## src/logic/adc_seq_consts.svh

```systemverilog
/*
 * constants of the converter sequencer: register indices, field positions,
 * reset values and phase lengths.
 * assumes an 8-bit register port with a 3-bit register index.
 */
`ifndef ADC_SEQ_CONSTS_SVH
`define ADC_SEQ_CONSTS_SVH

// -------------------------------------------------------------------
// register indices
// -------------------------------------------------------------------
`define REG_CTRL0 3'h0
`define REG_CTRL1 3'h1
`define REG_CTRL2 3'h2
`define REG_RES_HI 3'h3
`define REG_RES_LO 3'h4
`define REG_INT 3'h5

// -------------------------------------------------------------------
// field positions
// -------------------------------------------------------------------
`define C0_START 7
`define C0_BUSY 6
`define C0_PWR 5
`define C0_FMT 4
`define C0_EXT 3:0
`define C1_SRC 7:4
`define C1_DIV 2:0
`define C2_AMPEN 7
`define C2_AMPIN 4
`define C2_REF 3:2
`define C2_GAIN 1:0
`define INT_GIE 0
`define INT_CIE 1
`define INT_FLAG 2

// -------------------------------------------------------------------
// reset values and phase lengths
// -------------------------------------------------------------------
`define RST_BYTE 8'h00
`define SAMPLE_TICKS 4'h4
`define CONV_TICKS 4'hc

`endif

```

## src/logic/adc_seq_pkg.sv

```systemverilog
/*
 * types of the converter sequencer.
 * assumes adc_seq_consts.svh is included where field positions are needed.
 */
package adc_seq_pkg;

    // -------------------------------------------------------------------
    // sequencer phases
    // -------------------------------------------------------------------
    typedef enum logic [1:0] {
        PH_IDLE = 2'b00,
        PH_SAMPLE = 2'b01,
        PH_CONVERT = 2'b10
    } phase_t;

    // register port request
    typedef struct packed {
        logic [2:0] addr;
        logic [7:0] wdata;
        logic wr;
        logic rd;
    } reg_req_t;

    // controls toward the analog converter
    typedef struct packed {
        logic power_en;
        logic sampling;
        logic ext_route_en;
        logic [3:0] external_channel_sel;
        logic [3:0] internal_sel;
        logic [1:0] reference_source_sel;
        logic ref_amp_en;
        logic ref_amp_input_sel;
        logic [1:0] ref_amp_gain_sel;
    } analog_ctl_t;

    // divider state
    typedef struct packed {
        logic [6:0] cnt;
        logic tick;
    } div_state_t;

    // sequencer state
    typedef struct packed {
        logic start;
        logic pwr;
        logic fmt;
        logic [3:0] ext_ch;
        logic [3:0] src;
        logic [2:0] div;
        logic amp_en;
        logic amp_in;
        logic [1:0] ref_sel;
        logic [1:0] gain;
        logic gie;
        logic cie;
        logic flag;
        logic busy;
        phase_t phase;
        logic [3:0] ticks;
        logic [7:0] res_hi;
        logic [7:0] res_lo;
        logic [7:0] rdata;
        logic irq;
        logic ext_en;
        logic [3:0] int_sel;
    } seq_state_t;

endpackage : adc_seq_pkg

```

## src/logic/adc_conversion_sequencer.sv

```systemverilog
/*
 * converter conversion sequencer: control registers, start detection,
 * sample and convert phases timed by a divided clock, busy and request
 * flags, interrupt line and justified result bytes.
 * assumes the analog converter presents a settled 12-bit result on
 * conv_data at the end of the conversion phase, and a register master
 * that holds strobes one cycle, never both at once.
 */
// The implementer's own choices: the address-and-strobe port and the placing of the registers.
`include "adc_seq_consts.svh"
module adc_conversion_sequencer import adc_seq_pkg::*; #(
    parameter int DATA_W = 12
) (
    input logic clk_sys,
    input logic rst_b,
    input reg_req_t req,
    output logic [7:0] rdata,
    input logic [DATA_W-1:0] conv_data,
    output analog_ctl_t analog_ctl,
    output logic conv_irq
);
    seq_state_t s_r;
    seq_state_t s_nxt;
    logic tick;
    logic launch;
    logic done;
    logic abort;
    logic ext_src;
    logic [7:0] just_hi;
    logic [7:0] just_lo;

    // -------------------------------------------------------------------
    // submodules
    // -------------------------------------------------------------------

    // converter clock ticks, restarted at each launch
    conv_clock_divider #(
        .SEL_W(3),
        .CNT_W(7)
    ) conv_clock_divider_i (
        .clk_sys(clk_sys),
        .rst_b(rst_b),
        .clr(launch),
        .sel(s_r.div),
        .tick(tick)
    );

    // result byte placement
    result_justifier result_justifier_i (
        .data(conv_data),
        .fmt(s_r.fmt),
        .hi(just_hi),
        .lo(just_lo)
    );

    // -------------------------------------------------------------------
    // next state
    // -------------------------------------------------------------------

    // source code decode: external codes 0000, 0100 and 11xx
    always_comb begin
        ext_src = (s_nxt_src() == 4'h0) || (s_nxt_src() == 4'h4) ||
            (s_nxt_src() >= 4'hc);
    end

    function automatic logic [3:0] s_nxt_src();
        return (req.wr && req.addr == `REG_CTRL1) ? req.wdata[`C1_SRC] : s_r.src;
    endfunction : s_nxt_src

    always_comb begin
        s_nxt = s_r;
        launch = 1'b0;
        done = 1'b0;
        abort = 1'b0;

        // phase sequencing, runs without software help
        case (s_r.phase)
            PH_IDLE: begin
                s_nxt.ticks = 4'h0;
            end
            PH_SAMPLE: begin
                if (tick) begin
                    if (s_r.ticks == `SAMPLE_TICKS - 4'h1) begin
                        s_nxt.phase = PH_CONVERT;
                        s_nxt.ticks = 4'h0;
                    end else begin
                        s_nxt.ticks = s_r.ticks + 4'h1;
                    end
                end
            end
            PH_CONVERT: begin
                if (tick) begin
                    if (s_r.ticks == `CONV_TICKS - 4'h1) begin
                        done = 1'b1;
                        s_nxt.phase = PH_IDLE;
                        s_nxt.ticks = 4'h0;
                        s_nxt.busy = 1'b0;
                        s_nxt.res_hi = just_hi;
                        s_nxt.res_lo = just_lo;
                    end else begin
                        s_nxt.ticks = s_r.ticks + 4'h1;
                    end
                end
            end
            default: begin
                s_nxt.phase = PH_IDLE;
                s_nxt.ticks = 4'h0;
            end
        endcase

        // register writes
        if (req.wr) begin
            case (req.addr)
                `REG_CTRL0: begin
                    s_nxt.start = req.wdata[`C0_START];
                    s_nxt.pwr = req.wdata[`C0_PWR];
                    s_nxt.fmt = req.wdata[`C0_FMT];
                    s_nxt.ext_ch = req.wdata[`C0_EXT];
                    // falling start bit with power on launches
                    if (s_r.start && !req.wdata[`C0_START] && req.wdata[`C0_PWR]) begin
                        launch = 1'b1;
                    end
                end
                `REG_CTRL1: begin
                    s_nxt.src = req.wdata[`C1_SRC];
                    s_nxt.div = req.wdata[`C1_DIV];
                end
                `REG_CTRL2: begin
                    s_nxt.amp_en = req.wdata[`C2_AMPEN];
                    s_nxt.amp_in = req.wdata[`C2_AMPIN];
                    s_nxt.ref_sel = req.wdata[`C2_REF];
                    s_nxt.gain = req.wdata[`C2_GAIN];
                end
                `REG_INT: begin
                    s_nxt.gie = req.wdata[`INT_GIE];
                    s_nxt.cie = req.wdata[`INT_CIE];
                    s_nxt.flag = req.wdata[`INT_FLAG];
                end
                default: begin
                    s_nxt.start = s_nxt.start;
                end
            endcase
        end

        // power dropped mid conversion abandons it
        if (!s_nxt.pwr && s_r.phase != PH_IDLE && !done) begin
            abort = 1'b1;
            s_nxt.phase = PH_IDLE;
            s_nxt.busy = 1'b0;
            s_nxt.ticks = 4'h0;
        end

        // launch restarts the sample phase
        if (launch) begin
            s_nxt.phase = PH_SAMPLE;
            s_nxt.ticks = 4'h0;
            s_nxt.busy = 1'b1;
        end

        // completion wins over a software clear
        if (done) begin
            s_nxt.flag = 1'b1;
        end
        s_nxt.irq = s_nxt.flag && s_nxt.cie && s_nxt.gie;

        // input routing: internal codes cut every external channel
        s_nxt.ext_en = s_nxt.pwr && ext_src;
        s_nxt.int_sel = ext_src ? 4'h0 : s_nxt.src;

        // read data for one cycle only
        s_nxt.rdata = `RST_BYTE;
        if (req.rd) begin
            case (req.addr)
                `REG_CTRL0: s_nxt.rdata = {s_r.start, s_r.busy, s_r.pwr, s_r.fmt, s_r.ext_ch};
                `REG_CTRL1: s_nxt.rdata = {s_r.src, 1'b0, s_r.div};
                `REG_CTRL2: s_nxt.rdata = {s_r.amp_en, 2'b00, s_r.amp_in, s_r.ref_sel, s_r.gain};
                `REG_RES_HI: s_nxt.rdata = s_r.res_hi;
                `REG_RES_LO: s_nxt.rdata = s_r.res_lo;
                `REG_INT: s_nxt.rdata = {5'h00, s_r.flag, s_r.cie, s_r.gie};
                default: s_nxt.rdata = `RST_BYTE;
            endcase
        end
    end

    // -------------------------------------------------------------------
    // state register
    // -------------------------------------------------------------------

    // whole state in one flop group
    always_ff @(posedge clk_sys or negedge rst_b) begin
        if (!rst_b) begin
            s_r <= '0;
        end else begin
            s_r <= s_nxt;
        end
    end

    // outputs straight from the state flops
    assign rdata = s_r.rdata;
    assign conv_irq = s_r.irq;
    assign analog_ctl.power_en = s_r.pwr;
    assign analog_ctl.sampling = s_r.phase[0]; // phase code low bit marks the sample phase
    assign analog_ctl.ext_route_en = s_r.ext_en;
    assign analog_ctl.external_channel_sel = s_r.ext_ch;
    assign analog_ctl.internal_sel = s_r.int_sel;
    assign analog_ctl.reference_source_sel = s_r.ref_sel;
    assign analog_ctl.ref_amp_en = s_r.amp_en;
    assign analog_ctl.ref_amp_input_sel = s_r.amp_in;
    assign analog_ctl.ref_amp_gain_sel = s_r.gain;

    // -------------------------------------------------------------------
    // checks
    // -------------------------------------------------------------------

    // converter ticks since the last launch
    logic [4:0] chk_ticks;
    logic [7:0] chk_hi;
    always_ff @(posedge clk_sys or negedge rst_b) begin
        if (!rst_b) begin
            chk_ticks <= 5'h00;
        end else if (launch) begin
            chk_ticks <= 5'h00;
        end else if (tick && s_r.busy) begin
            chk_ticks <= chk_ticks + 5'h01;
        end
    end

    // expected left-justified high byte
    assign chk_hi = conv_data[11:4];

    // external source codes decoded again from the stored field
    logic chk_ext_code;
    assign chk_ext_code = (s_r.src == 4'h0) || (s_r.src == 4'h4) || (s_r.src[3:2] == 2'b11);

    // system clocks since the last converter tick, zeroed at launch
    logic [7:0] chk_gap;
    always_ff @(posedge clk_sys or negedge rst_b) begin
        if (!rst_b) begin
            chk_gap <= 8'h00;
        end else if (launch) begin
            chk_gap <= 8'h00;
        end else if (tick) begin
            chk_gap <= 8'h01;
        end else begin
            chk_gap <= chk_gap + 8'h01;
        end
    end

    launch_sets_busy_a: assert property (@(posedge clk_sys) disable iff (!rst_b)
        launch |=> s_r.busy && s_r.phase == PH_SAMPLE)
        else $error("busy not raised after launch");

    done_clears_busy_a: assert property (@(posedge clk_sys) disable iff (!rst_b)
        (done && !launch) |=> !s_r.busy)
        else $error("busy still high after completion");

    done_sets_flag_a: assert property (@(posedge clk_sys) disable iff (!rst_b)
        done |=> s_r.flag)
        else $error("request flag not set on completion");

    irq_follows_flag_a: assert property (@(posedge clk_sys) disable iff (!rst_b)
        (done && s_r.cie && s_r.gie && !(req.wr && req.addr == `REG_INT)) |=> conv_irq)
        else $error("interrupt line not raised on completion");

    sixteen_ticks_a: assert property (@(posedge clk_sys) disable iff (!rst_b)
        done |-> chk_ticks == 5'h0f)
        else $error("conversion did not take sixteen converter clocks");

    sample_phase_a: assert property (@(posedge clk_sys) disable iff (!rst_b)
        (s_r.phase == PH_SAMPLE && s_nxt.phase == PH_CONVERT) |-> chk_ticks == 5'h03 && tick)
        else $error("sample phase not four converter clocks");

    internal_cuts_ext_a: assert property (@(posedge clk_sys) disable iff (!rst_b)
        !chk_ext_code |-> !s_r.ext_en)
        else $error("external route open while internal source chosen");

    result_hold_a: assert property (@(posedge clk_sys) disable iff (!rst_b)
        !done |=> $stable(s_r.res_hi) && $stable(s_r.res_lo))
        else $error("result changed without completion");

    left_justify_a: assert property (@(posedge clk_sys) disable iff (!rst_b)
        (done && !s_r.fmt) |=> s_r.res_hi == $past(chk_hi) && s_r.res_lo[3:0] == 4'h0)
        else $error("left justified result misplaced");

    right_justify_a: assert property (@(posedge clk_sys) disable iff (!rst_b)
        (done && s_r.fmt) |=> s_r.res_hi[7:4] == 4'h0 && s_r.res_lo == $past(conv_data[7:0]))
        else $error("right justified result misplaced");

    no_power_no_launch_a: assert property (@(posedge clk_sys) disable iff (!rst_b)
        (s_r.phase != PH_IDLE) |-> s_r.pwr)
        else $error("conversion running without power");

    read_one_cycle_a: assert property (@(posedge clk_sys) disable iff (!rst_b)
        !req.rd |=> rdata == 8'h00)
        else $error("read data outside the read answer cycle");

    start_pulse_a: assert property (@(posedge clk_sys) disable iff (!rst_b)
        (req.wr && req.addr == `REG_CTRL0 && s_r.start && !req.wdata[`C0_START] &&
            req.wdata[`C0_PWR]) |=> s_r.busy && s_r.phase == PH_SAMPLE && s_r.ticks == 4'h0)
        else $error("start pulse did not launch a conversion");

    phase_busy_a: assert property (@(posedge clk_sys) disable iff (!rst_b)
        (s_r.phase != PH_IDLE) == s_r.busy)
        else $error("busy flag disagrees with the phase");

    busy_rise_a: assert property (@(posedge clk_sys) disable iff (!rst_b)
        $rose(s_r.busy) |-> $past(launch))
        else $error("busy rose without a launch");

    sampling_busy_a: assert property (@(posedge clk_sys) disable iff (!rst_b)
        analog_ctl.sampling |-> s_r.busy)
        else $error("sampling outside a conversion");

    abort_idle_a: assert property (@(posedge clk_sys) disable iff (!rst_b)
        abort |=> !s_r.busy && s_r.phase == PH_IDLE)
        else $error("abort left the sequencer running");

    abort_flag_a: assert property (@(posedge clk_sys) disable iff (!rst_b)
        (abort && !(req.wr && req.addr == `REG_INT)) |=> $stable(s_r.flag))
        else $error("abort changed the request flag");

    unpowered_start_a: assert property (@(posedge clk_sys) disable iff (!rst_b)
        (req.wr && req.addr == `REG_CTRL0 && !req.wdata[`C0_PWR]) |=> !s_r.busy)
        else $error("busy with converter power off");

    flag_clear_a: assert property (@(posedge clk_sys) disable iff (!rst_b)
        (req.wr && req.addr == `REG_INT && !req.wdata[`INT_FLAG] && !done) |=> !s_r.flag)
        else $error("request flag not cleared by software");

    read_high_a: assert property (@(posedge clk_sys) disable iff (!rst_b)
        (req.rd && req.addr == `REG_RES_HI) |=> rdata == $past(s_r.res_hi))
        else $error("high result byte read wrong");

    read_low_a: assert property (@(posedge clk_sys) disable iff (!rst_b)
        (req.rd && req.addr == `REG_RES_LO) |=> rdata == $past(s_r.res_lo))
        else $error("low result byte read wrong");

    ext_route_a: assert property (@(posedge clk_sys) disable iff (!rst_b)
        chk_ext_code |-> s_r.int_sel == 4'h0 && s_r.ext_en == s_r.pwr)
        else $error("external source not routed");

    int_code_a: assert property (@(posedge clk_sys) disable iff (!rst_b)
        !chk_ext_code |-> s_r.int_sel == s_r.src)
        else $error("internal source code not passed on");

    tick_gap_a: assert property (@(posedge clk_sys) disable iff (!rst_b)
        (tick && s_r.busy) |-> chk_gap == (8'h01 << s_r.div))
        else $error("converter tick spacing wrong for divider");

endmodule : adc_conversion_sequencer

```

## src/logic/conv_clock_divider.sv

```systemverilog
/*
 * converter clock tick generator: one-cycle tick every 2**sel system clocks.
 * assumes a clear pulse on each launch so the first tick is a full period away.
 */
`include "adc_seq_consts.svh"
module conv_clock_divider import adc_seq_pkg::*; #(
    parameter int SEL_W = 3,
    parameter int CNT_W = 7
) (
    input logic clk_sys,
    input logic rst_b,
    input logic clr,
    input logic [SEL_W-1:0] sel,
    output logic tick
);
    div_state_t s_r;
    div_state_t s_nxt;
    logic [CNT_W-1:0] mask;

    // free counter; tick when the low sel bits are all ones
    always_comb begin
        s_nxt = s_r;
        mask = CNT_W'((1 << sel) - 1);
        s_nxt.tick = ((s_r.cnt & mask) == mask) && !clr;
        s_nxt.cnt = clr ? '0 : s_r.cnt + 1'b1;
    end

    always_ff @(posedge clk_sys or negedge rst_b) begin
        if (!rst_b) begin
            s_r <= '0;
        end else begin
            s_r <= s_nxt;
        end
    end

    assign tick = s_r.tick;

    div_spacing_a: assert property (@(posedge clk_sys) disable iff (!rst_b)
        (tick && $past(sel) != '0 && sel != '0 && !clr) |=> !tick)
        else $error("divided tick on two adjacent cycles");
endmodule : conv_clock_divider

```

## src/logic/result_justifier.sv

```systemverilog
/*
 * places a 12-bit result into two bytes, left or right justified.
 * assumes the caller registers the two bytes.
 */
module result_justifier (
    input logic [11:0] data,
    input logic fmt,
    output logic [7:0] hi,
    output logic [7:0] lo
);
    // format 0 left justified, format 1 right justified
    always_comb begin
        if (fmt) begin
            hi = {4'h0, data[11:8]};
            lo = data[7:0];
        end else begin
            hi = data[11:4];
            lo = {data[3:0], 4'h0};
        end
    end
endmodule : result_justifier

```

## config.mk

```make
export PLATFORM = sky130hd
export DESIGN_NAME = adc_conversion_sequencer
export DESIGN_NICKNAME = d
export VERILOG_FILES = /design/src/logic/adc_seq_pkg.sv /design/src/logic/adc_conversion_sequencer.sv /design/src/logic/conv_clock_divider.sv /design/src/logic/result_justifier.sv
export VERILOG_INCLUDE_DIRS = /design/src /design/src/logic
export SDC_FILE = /design/constraint.sdc
export NUM_CORES = 1
export LEC_CHECK = 0
export ABC_AREA = 0
export BUFFER_PORTS_ARGS = -buffer_cell sky130_fd_sc_hd__buf_2
export CORE_MARGIN = 4
export CORE_UTILIZATION = 40
export CTS_BUF_LIST = sky130_fd_sc_hd__clkbuf_16
export DETAILED_ROUTE_END_ITERATION = 10
export HOLD_SLACK_MARGIN = 0.06
export PLACE_DENSITY_LB_ADDON = 0.25
export SLEW_MARGIN = 20
export SYNTH_ARGS = -nofsm -noshare
export SYNTH_HDL_FRONTEND = slang
export SYNTH_SLANG_ARGS = --single-unit
export TNS_END_PERCENT = 1
```

## constraint.sdc

```tcl
create_clock -name clk_sys -period 2.5 [get_ports clk_sys]
set_input_delay 0.375 -clock clk_sys [delete_from_list [all_inputs] [get_ports clk_sys]]
set_output_delay 0.375 -clock clk_sys [all_outputs]
set_load 0.01 [all_outputs]
```

==> flow_summary.toml, run 1 <==
[status]
status = "finished clean"

[clocking]
clock_path_buffers = 2
cts_root_buf = "clkbuf_16"
ctsResizeCount = 0
cts_htree_levels = 3
holdBufCountCts = 0
post_cts_buffers = 0
clock_sinks = 68
cts_tree = "yes"
clock_latency_ns = 0.32
clk_pin_slew_ns = 0.05
cts_buffers = 9

[setup_path]
path_class = "reg -> reg"
worstSetupStartpointType = "flip-flop"
critPathRequiredTime_ns = 2.71
path_max_fanout = 12
arrival_ns = 2.19
cp-end-kind = "flip-flop"

[timing]
rsz0062_at_grt = "no"
skew_ns = 0.005300
relSlewSlack = 0.5177
period_share = 0.7933
drv_slew = 0
hold_violations = 0
timing_worst_slew_pin_value_ns = 0.7234
period_minus_slack_ns = 1.983
fin_setup_tns_ns = 0
setup_ws_ns = 0.5167
max_freq_ghz = 0.5042
setup_violations = 0

[detailed_routing]
first_iter_violations = 61
wl_per_cell_um = 16.25
ant_nets = 0
drt_wl_total_mm = 7.816
post_drt_via_cell_ratio = 5.158
drc_errors = 0
drt_pre_antenna_iters = 4
vias = 2481

[global_route]
antenna_found_initial = 0
grt_pass1_vias = 2443
grt_max_degree = 39
grt_pass1_wl_mm = 12.72
overflow = 0
grt.total_usage = 0.1572

[yosys]
syn-cell-area_um2 = 3588
syn_inst = 342
syn_nets = 376
ys_seq_elements = 68
muxShareOfSynthArea = 0.1384
ys.flop_type = "dfrtp_1"
synth_cell_types = 48
synth-compound-area-share = 0.1029
ys_seq_area_frac = 0.4742
avgSynthCellArea_um2 = 10.49
synth-xor-area-share = 0.01464
ys_async_sr_fraction = 1.000
synth_simple_gate_area_frac = 0.1611
synthAdderAreaFrac = 0.02441
synth_top_family_by_area = "simple AND/OR/NAND/NOR gates"
synth_warnings = 0
synth_edf_count = 0

[die]
die_w_um = 102.7
initial_core_util = 0.4115
core_um2 = 8721
die_area_um2 = 10550
rows = 34
fp.dieH_um = 102.7
ios = 53

[placed_design]
hpwlAfterDp_mm = 5.787
place.gp.congestion = 0.8009
port-buffer-count = 52
dpl.cell_count = 466
place_ws_ns = 0.4480

[power_and_ir_drop]
vdd_drop_max_uv = 380.5
powerDensity_nw_per_um2 = 818.7
power.total_mw = 3.308
leakage_nw = 1.922

[layout]
drive_above_1_share = 0.2601
finalCoreUtilization = 0.4633
area_delta_synth_final_pct = 12.59
fillers = 850
antenna_cells = 0
fin_nets = 403
instances_no_fill = 481

[job]
drv_cap = 0

[hold_path]
hold_class = "in -> async"
## registers in the layout (all words and copies together), names as in the netlist
register	count
conv_irq	1
s_r	34
conv_clock_divider_i.s_r	7
analog_ctl	17
conv_clock_divider_i.tick	1
rdata	8
## critical path, stage by stage (launching register included)
cell and delay, ns:
dfrtp_1 0.49, or3_1 0.41, ha_1 0.29, nor2b_1 0.14, o21ai_0 0.08, o2111a_1 0.16
nor4_1 0.29
## path summary, 6_finish.rpt
kind / start / cells past startpoint / slack, ns / endpoint
worst max-delay path: s_r[47]$_DFFE_PN0P_ / 6 / 0.52 / conv_clock_divider_i.tick$_DFF_PN0_
worst min-delay path: rst_b / 1 / 0.11 / s_r[31]$_DFFE_PN0P_
worst max register to register: s_r[47]$_DFFE_PN0P_ / 6 / 0.52 / conv_clock_divider_i.tick$_DFF_PN0_
worst min register to register: s_r[15]$_DFFE_PN0P_ / 2 / 0.48 / s_r[15]$_DFFE_PN0P_
max in group asynchronous: rst_b / 2 / 1.74 / s_r[14]$_DFFE_PN0P_
min in group clk_sys: req[5] / 2 / 0.30 / analog_ctl[5]$_DFFE_PN0P_
## routing by layer
layer / GRT usage / part of all wire / up-vias
li1: - / - / 1224
met1: 0.2280 / 0.47 / 1192
met2: 0.2319 / 0.46 / 52
met3: 0.03315 / 0.052 / 13
met4: 0.05752 / 0.017 / 0
met5: 0 / 0 / -
## synthesized netlist by cell type (2+ instances only)
master     n  share of area
dfrtp_1   68           0.47
a21o_1     3         0.0063
buf_2      5         0.0070
nor2_1    21          0.022
buf_1      2         0.0021
o21a_1     5          0.010
buf_4     26          0.054
mux4_2     3          0.019
nand3b_1   5          0.010
xor2_1     2         0.0049
inv_1     10          0.010
or3_1      2         0.0035
nand2_1   31          0.032
a21boi_0   2         0.0042
xnor2_1    4         0.0098
o21ai_0   24          0.033
nand4b_1   2         0.0049
o32ai_1    2         0.0049
and3_1     2         0.0035
nand3_1    8          0.011
nor4bb_1   4          0.011
mux2_2    20          0.063
ha_1       7          0.024
o22ai_1    3         0.0052
a31oi_1    2         0.0035
and4b_1    2         0.0056
mux2i_1   19          0.053
nor2b_1    7          0.012
nor3b_1    2         0.0042
a21oi_1   11          0.015
clkbuf_1  10          0.010
and2_1     6          0.010
nand2b_1   7          0.012
## metrics by stage
stage	instance area [um^2]	hold WS (ns)
after CTS	4040	0.1272
after floorplan	3588	0.07941
final	4040	0.1085
after global placement	3790	0.4642
after detailed placement	3790	0.4741
after global routing	4040	0.1746
## power breakdown
| group | internal, mW | total [mW] | switching (mW) |
|---|---|---|---|
| Clock | 0.646 | 1.07 | 0.429 |
| Combinational | 0.370 | 0.749 | 0.379 |
| Sequential | 1.29 | 1.48 | 0.197 |
| Total | 2.30 | 3.31 | 1.01 |
## cell usage in the layout, fill, tap and decap left out, types with 2 or more instances in the layout
master / netlist / final
a21boi_0: 2 / 2
a21o_1: 3 / 3
a21oi_1: 11 / 11
a31oi_1: 2 / 2
and2_1: 6 / 6
and3_1: 2 / 2
and4b_1: 2 / 2
buf_2: 5 / 52
buf_4: 26 / 6
clkbuf_16: 0 / 9
clkinv_1: 0 / 2
clkinv_2: 0 / 2
dfrtp_1: 68 / 68
ha_1: 7 / 7
inv_1: 10 / 12
mux2_2: 20 / 20
mux2i_1: 19 / 19
mux4_2: 3 / 3
nand2_1: 31 / 31
nand2b_1: 7 / 7
nand3_1: 8 / 8
nand3b_1: 5 / 5
nand4b_1: 2 / 2
nor2_1: 21 / 21
nor2b_1: 7 / 7
nor3b_1: 2 / 2
nor4bb_1: 4 / 3
o21a_1: 5 / 5
o21ai_0: 24 / 24
o22ai_1: 3 / 3
o32ai_1: 2 / 2
or3_1: 2 / 2
xnor2_1: 4 / 4
xor2_1: 2 / 2
## final cells by class
| type | instances | area [um^2] | area share |
|---|---|---|---|
| multi-input combinational | 221 | 1590 | 0.3936 |
| tap | 108 | 135.1 | 0.03345 |
| clock buffer | 9 | 225.2 | 0.05574 |
| inverter | 10 | 37.54 | 0.009291 |
| clock inverter | 6 | 25.02 | 0.006194 |
| timing repair buffer | 59 | 325.3 | 0.08052 |
| sequential | 68 | 1702 | 0.4212 |
## kinds of logic (layout without fill, tap and decap cells)
family,Yosys count,after routing
compound gates,60,60
flops,68,68
xor+xnor,6,6
buf+inv,53,84
mux,43,43
fa+ha+maj,7,7
simple gates,105,105
(Power assumes the default switching activity.)
==> run 2, diff against run 1 <==
- ABC_AREA: 0 -> 1
- clock period: 2.5 -> 1.7 ns (I/O delays scaled with it)
==> flow_summary.toml, run 2 <==
[global_route]
grt_max_degree = 53
grt_pass1_vias = 2810
grt.total_usage = 0.1635
antenna_found_initial = 0
overflow = 0
grt_pass1_wl_mm = 13.27

[layout]
multiInputGateArea_um2 = 1435
final_cell_mix = "nand2_1 (80), dfrtp_1 (68), buf_2 (52)"
top_register = "s_r"
layout_commonest_cell = "nand2_1"
area_delta_synth_final_pct = 17.17
fin_nets = 494
fillers = 834
largest_reg_flops = 34
finalCoreUtilization = 0.4802
antenna_cells = 0
drive_above_1_share = 0.2392
register_area_um2 = 1702
instances_no_fill = 572

[yosys]
synth_cell_types = 37
synthTopCellsByArea = "dfrtp_1 (48%), nand2_1 (8.5%), buf_4 (5.7%), inv_1 (5.3%), nor2_1 (4.7%)"
yosysMostFrequentCell = "nand2_1"
syn_inst = 421
yosysTopAreaCell = "dfrtp_1"
avgSynthCellArea_um2 = 8.449
ys_seq_area_frac = 0.4784
synth_top_area_share = 0.4784
syn_nets = 455
synth_warnings = 0
ys.flop_type = "dfrtp_1"
synth_commonest_cells = "nand2_1 (81), dfrtp_1 (68), inv_1 (50)"
syn-cell-area_um2 = 3557
ys_seq_elements = 68
ys_async_sr_fraction = 1.000
synth_edf_count = 0

[power_and_ir_drop]
leakage_nw = 2.042
power.total_mw = 5.580
vdd_drop_max_uv = 627.6
powerDensity_nw_per_um2 = 1339

[detailed_routing]
vias = 2849
drc_errors = 0
drt_wl_total_mm = 8.020
ant_nets = 0
post_drt_via_cell_ratio = 4.981
wl_met3_um = 446
first_iter_violations = 178
highest_layer = "met4"
drt_pre_antenna_iters = 4
wl_met1_mm = 3.585
wl_per_cell_um = 14.02
wl_met2_mm = 3.838

[clocking]
cts_root_buf = "clkbuf_16"
cts_buffers = 9
clock_path_buffers = 2
clk_pin_slew_ns = 0.06
post_cts_buffers = 0
clock_latency_ns = 0.33
clock_sinks = 68
cts_htree_levels = 3
cts_tree = "yes"

[timing]
relSlewSlack = 0.6769
setup_violations = 0
drv_slew = 0
hold_violations = 0
max_freq_ghz = 0.6430
skew_ns = 0.008262
period_minus_slack_ns = 1.555
period_share = 0.9148
timing_worst_slew_pin_value_ns = 0.4835

[setup_path]
path_max_fanout = 10
critPathRequiredTime_ns = 1.92
crit_path_max_incr_delay_ns = 0.38
cp-end-kind = "flip-flop"
worstSetupStartpointType = "flip-flop"
r2r_start = "analog_ctl[15]$_DFFE_PN0P_"
path_buf_inv = 2
path_cells = "inv_1, ha_2, nand2_2, nor2_2, nor2_2, nand2_4, nand3_4, nand2_1, nand2_1, nand2_1, inv_1"
endpoint = "s_r[33]$_DFFE_PN0P_"
crit_top_cell = "nand2_1"
reg2reg_to = "s_r[33]$_DFFE_PN0P_"
arrival_ns = 1.78
path_delay_family = "simple AND/OR/NAND/NOR gates"
crit_path_start = "analog_ctl[15]$_DFFE_PN0P_"
r2r_slack_ns = 0.14
cpMaxStageDelayCell = "dfrtp_1"
r2r_cells = 11
cp.depth = 11
path_class = "reg -> reg"

[die]
ios = 53
rows = 34
core_um2 = 8678
die_area_um2 = 10470
initial_core_util = 0.4099
fp.dieH_um = 102.3
die_w_um = 102.3

[placed_design]
dpl.cell_count = 556
place.gp.congestion = 0.9849
port-buffer-count = 52
hpwlAfterDp_mm = 6.089

[hold_path]
holdPathStages = 3
hold_class = "in -> reg"

[job]
drv_cap = 0

[status]
status = "finished clean"
## run 2: per-layer routing
metal / GRT usage / up-vias
li1: - / 1429
met1: 0.2095 / 1332
met2: 0.2649 / 75
met3: 0.04505 / 13
met4: 0.05954 / 0
met5: 0 / -
## run 2: power by group
group / internal [mW] / switching, mW
Combinational: 0.538 / 0.826
Clock: 1.43 / 0.706
Sequential: 1.89 / 0.195
## run 2: kinds of logic after synthesis
family	synth area share
buffers and inverters	0.1245
AOI/OAI and AO/OA	0.1256
and+or+nand+nor	0.2420
DFF	0.4784
xor gates and xnor gates	0.004925
adders and majority gates	0.02462
## run 2: how the worst min path moves through the flow
stage / from / endpoint
2_1_floorplan: rst_b / analog_ctl[0]$_DFFE_PN0P_
3_5_place_dp: rst_b / rdata[5]$_DFF_PN0_
6_report: conv_data[1] / s_r[15]$_DFFE_PN0P_
4_1_cts: conv_data[1] / s_r[15]$_DFFE_PN0P_
5_1_grt: req[5] / analog_ctl[5]$_DFFE_PN0P_
3_3_place_gp: rst_b / rdata[5]$_DFF_PN0_
## run 2: through the flow
| stage | instance area [um^2] | setup slack, ns | TNS, ns | hold WS, ns |
|---|---|---|---|---|
| 6_report | 4168 | 0.1448 | 0 | 0.1750 |
| 5_1_grt | 4168 | -0.001053 | -0.001053 | 0.1944 |
| 4_1_cts | 4145 | 0.04153 | 0 | 0.1735 |
| 3_5_place_dp | 3796 | 0.05279 | 0 | 0.2151 |
| 3_3_place_gp | 3796 | 0.08397 | 0 | 0.2085 |
| 2_1_floorplan | 3557 | 0.1559 | 0 | -0.04059 |
## run 2: worst register-to-register path, cell delays in order, from the launching register on
cell and delay [ns]:
dfrtp_1 0.38, inv_1 0.09, ha_2 0.21, nand2_2 0.10
nor2_2 0.15, nor2_2 0.06, nand2_4 0.12, nand3_4 0.14
nand2_1 0.09, nand2_1 0.04, nand2_1 0.05, inv_1 0.03
## run 2: final cells by class
type,instances,area share
Sequential cell,68,0.4083
Tap cell,108,0.03242
Multi-Input combinational cell,265,0.3443
Clock buffer,9,0.05404
Clock inverter,6,0.02732
Inverter,53,0.04773
Timing Repair Buffer,63,0.08586
## run 2: repair_timing
item | CTS | global route
endpoints found under the setup margin | 0 | 26
resized for setup | 0 | 8
hold buffers | 1 | 0
endpoints found under the hold margin | 16 | 0
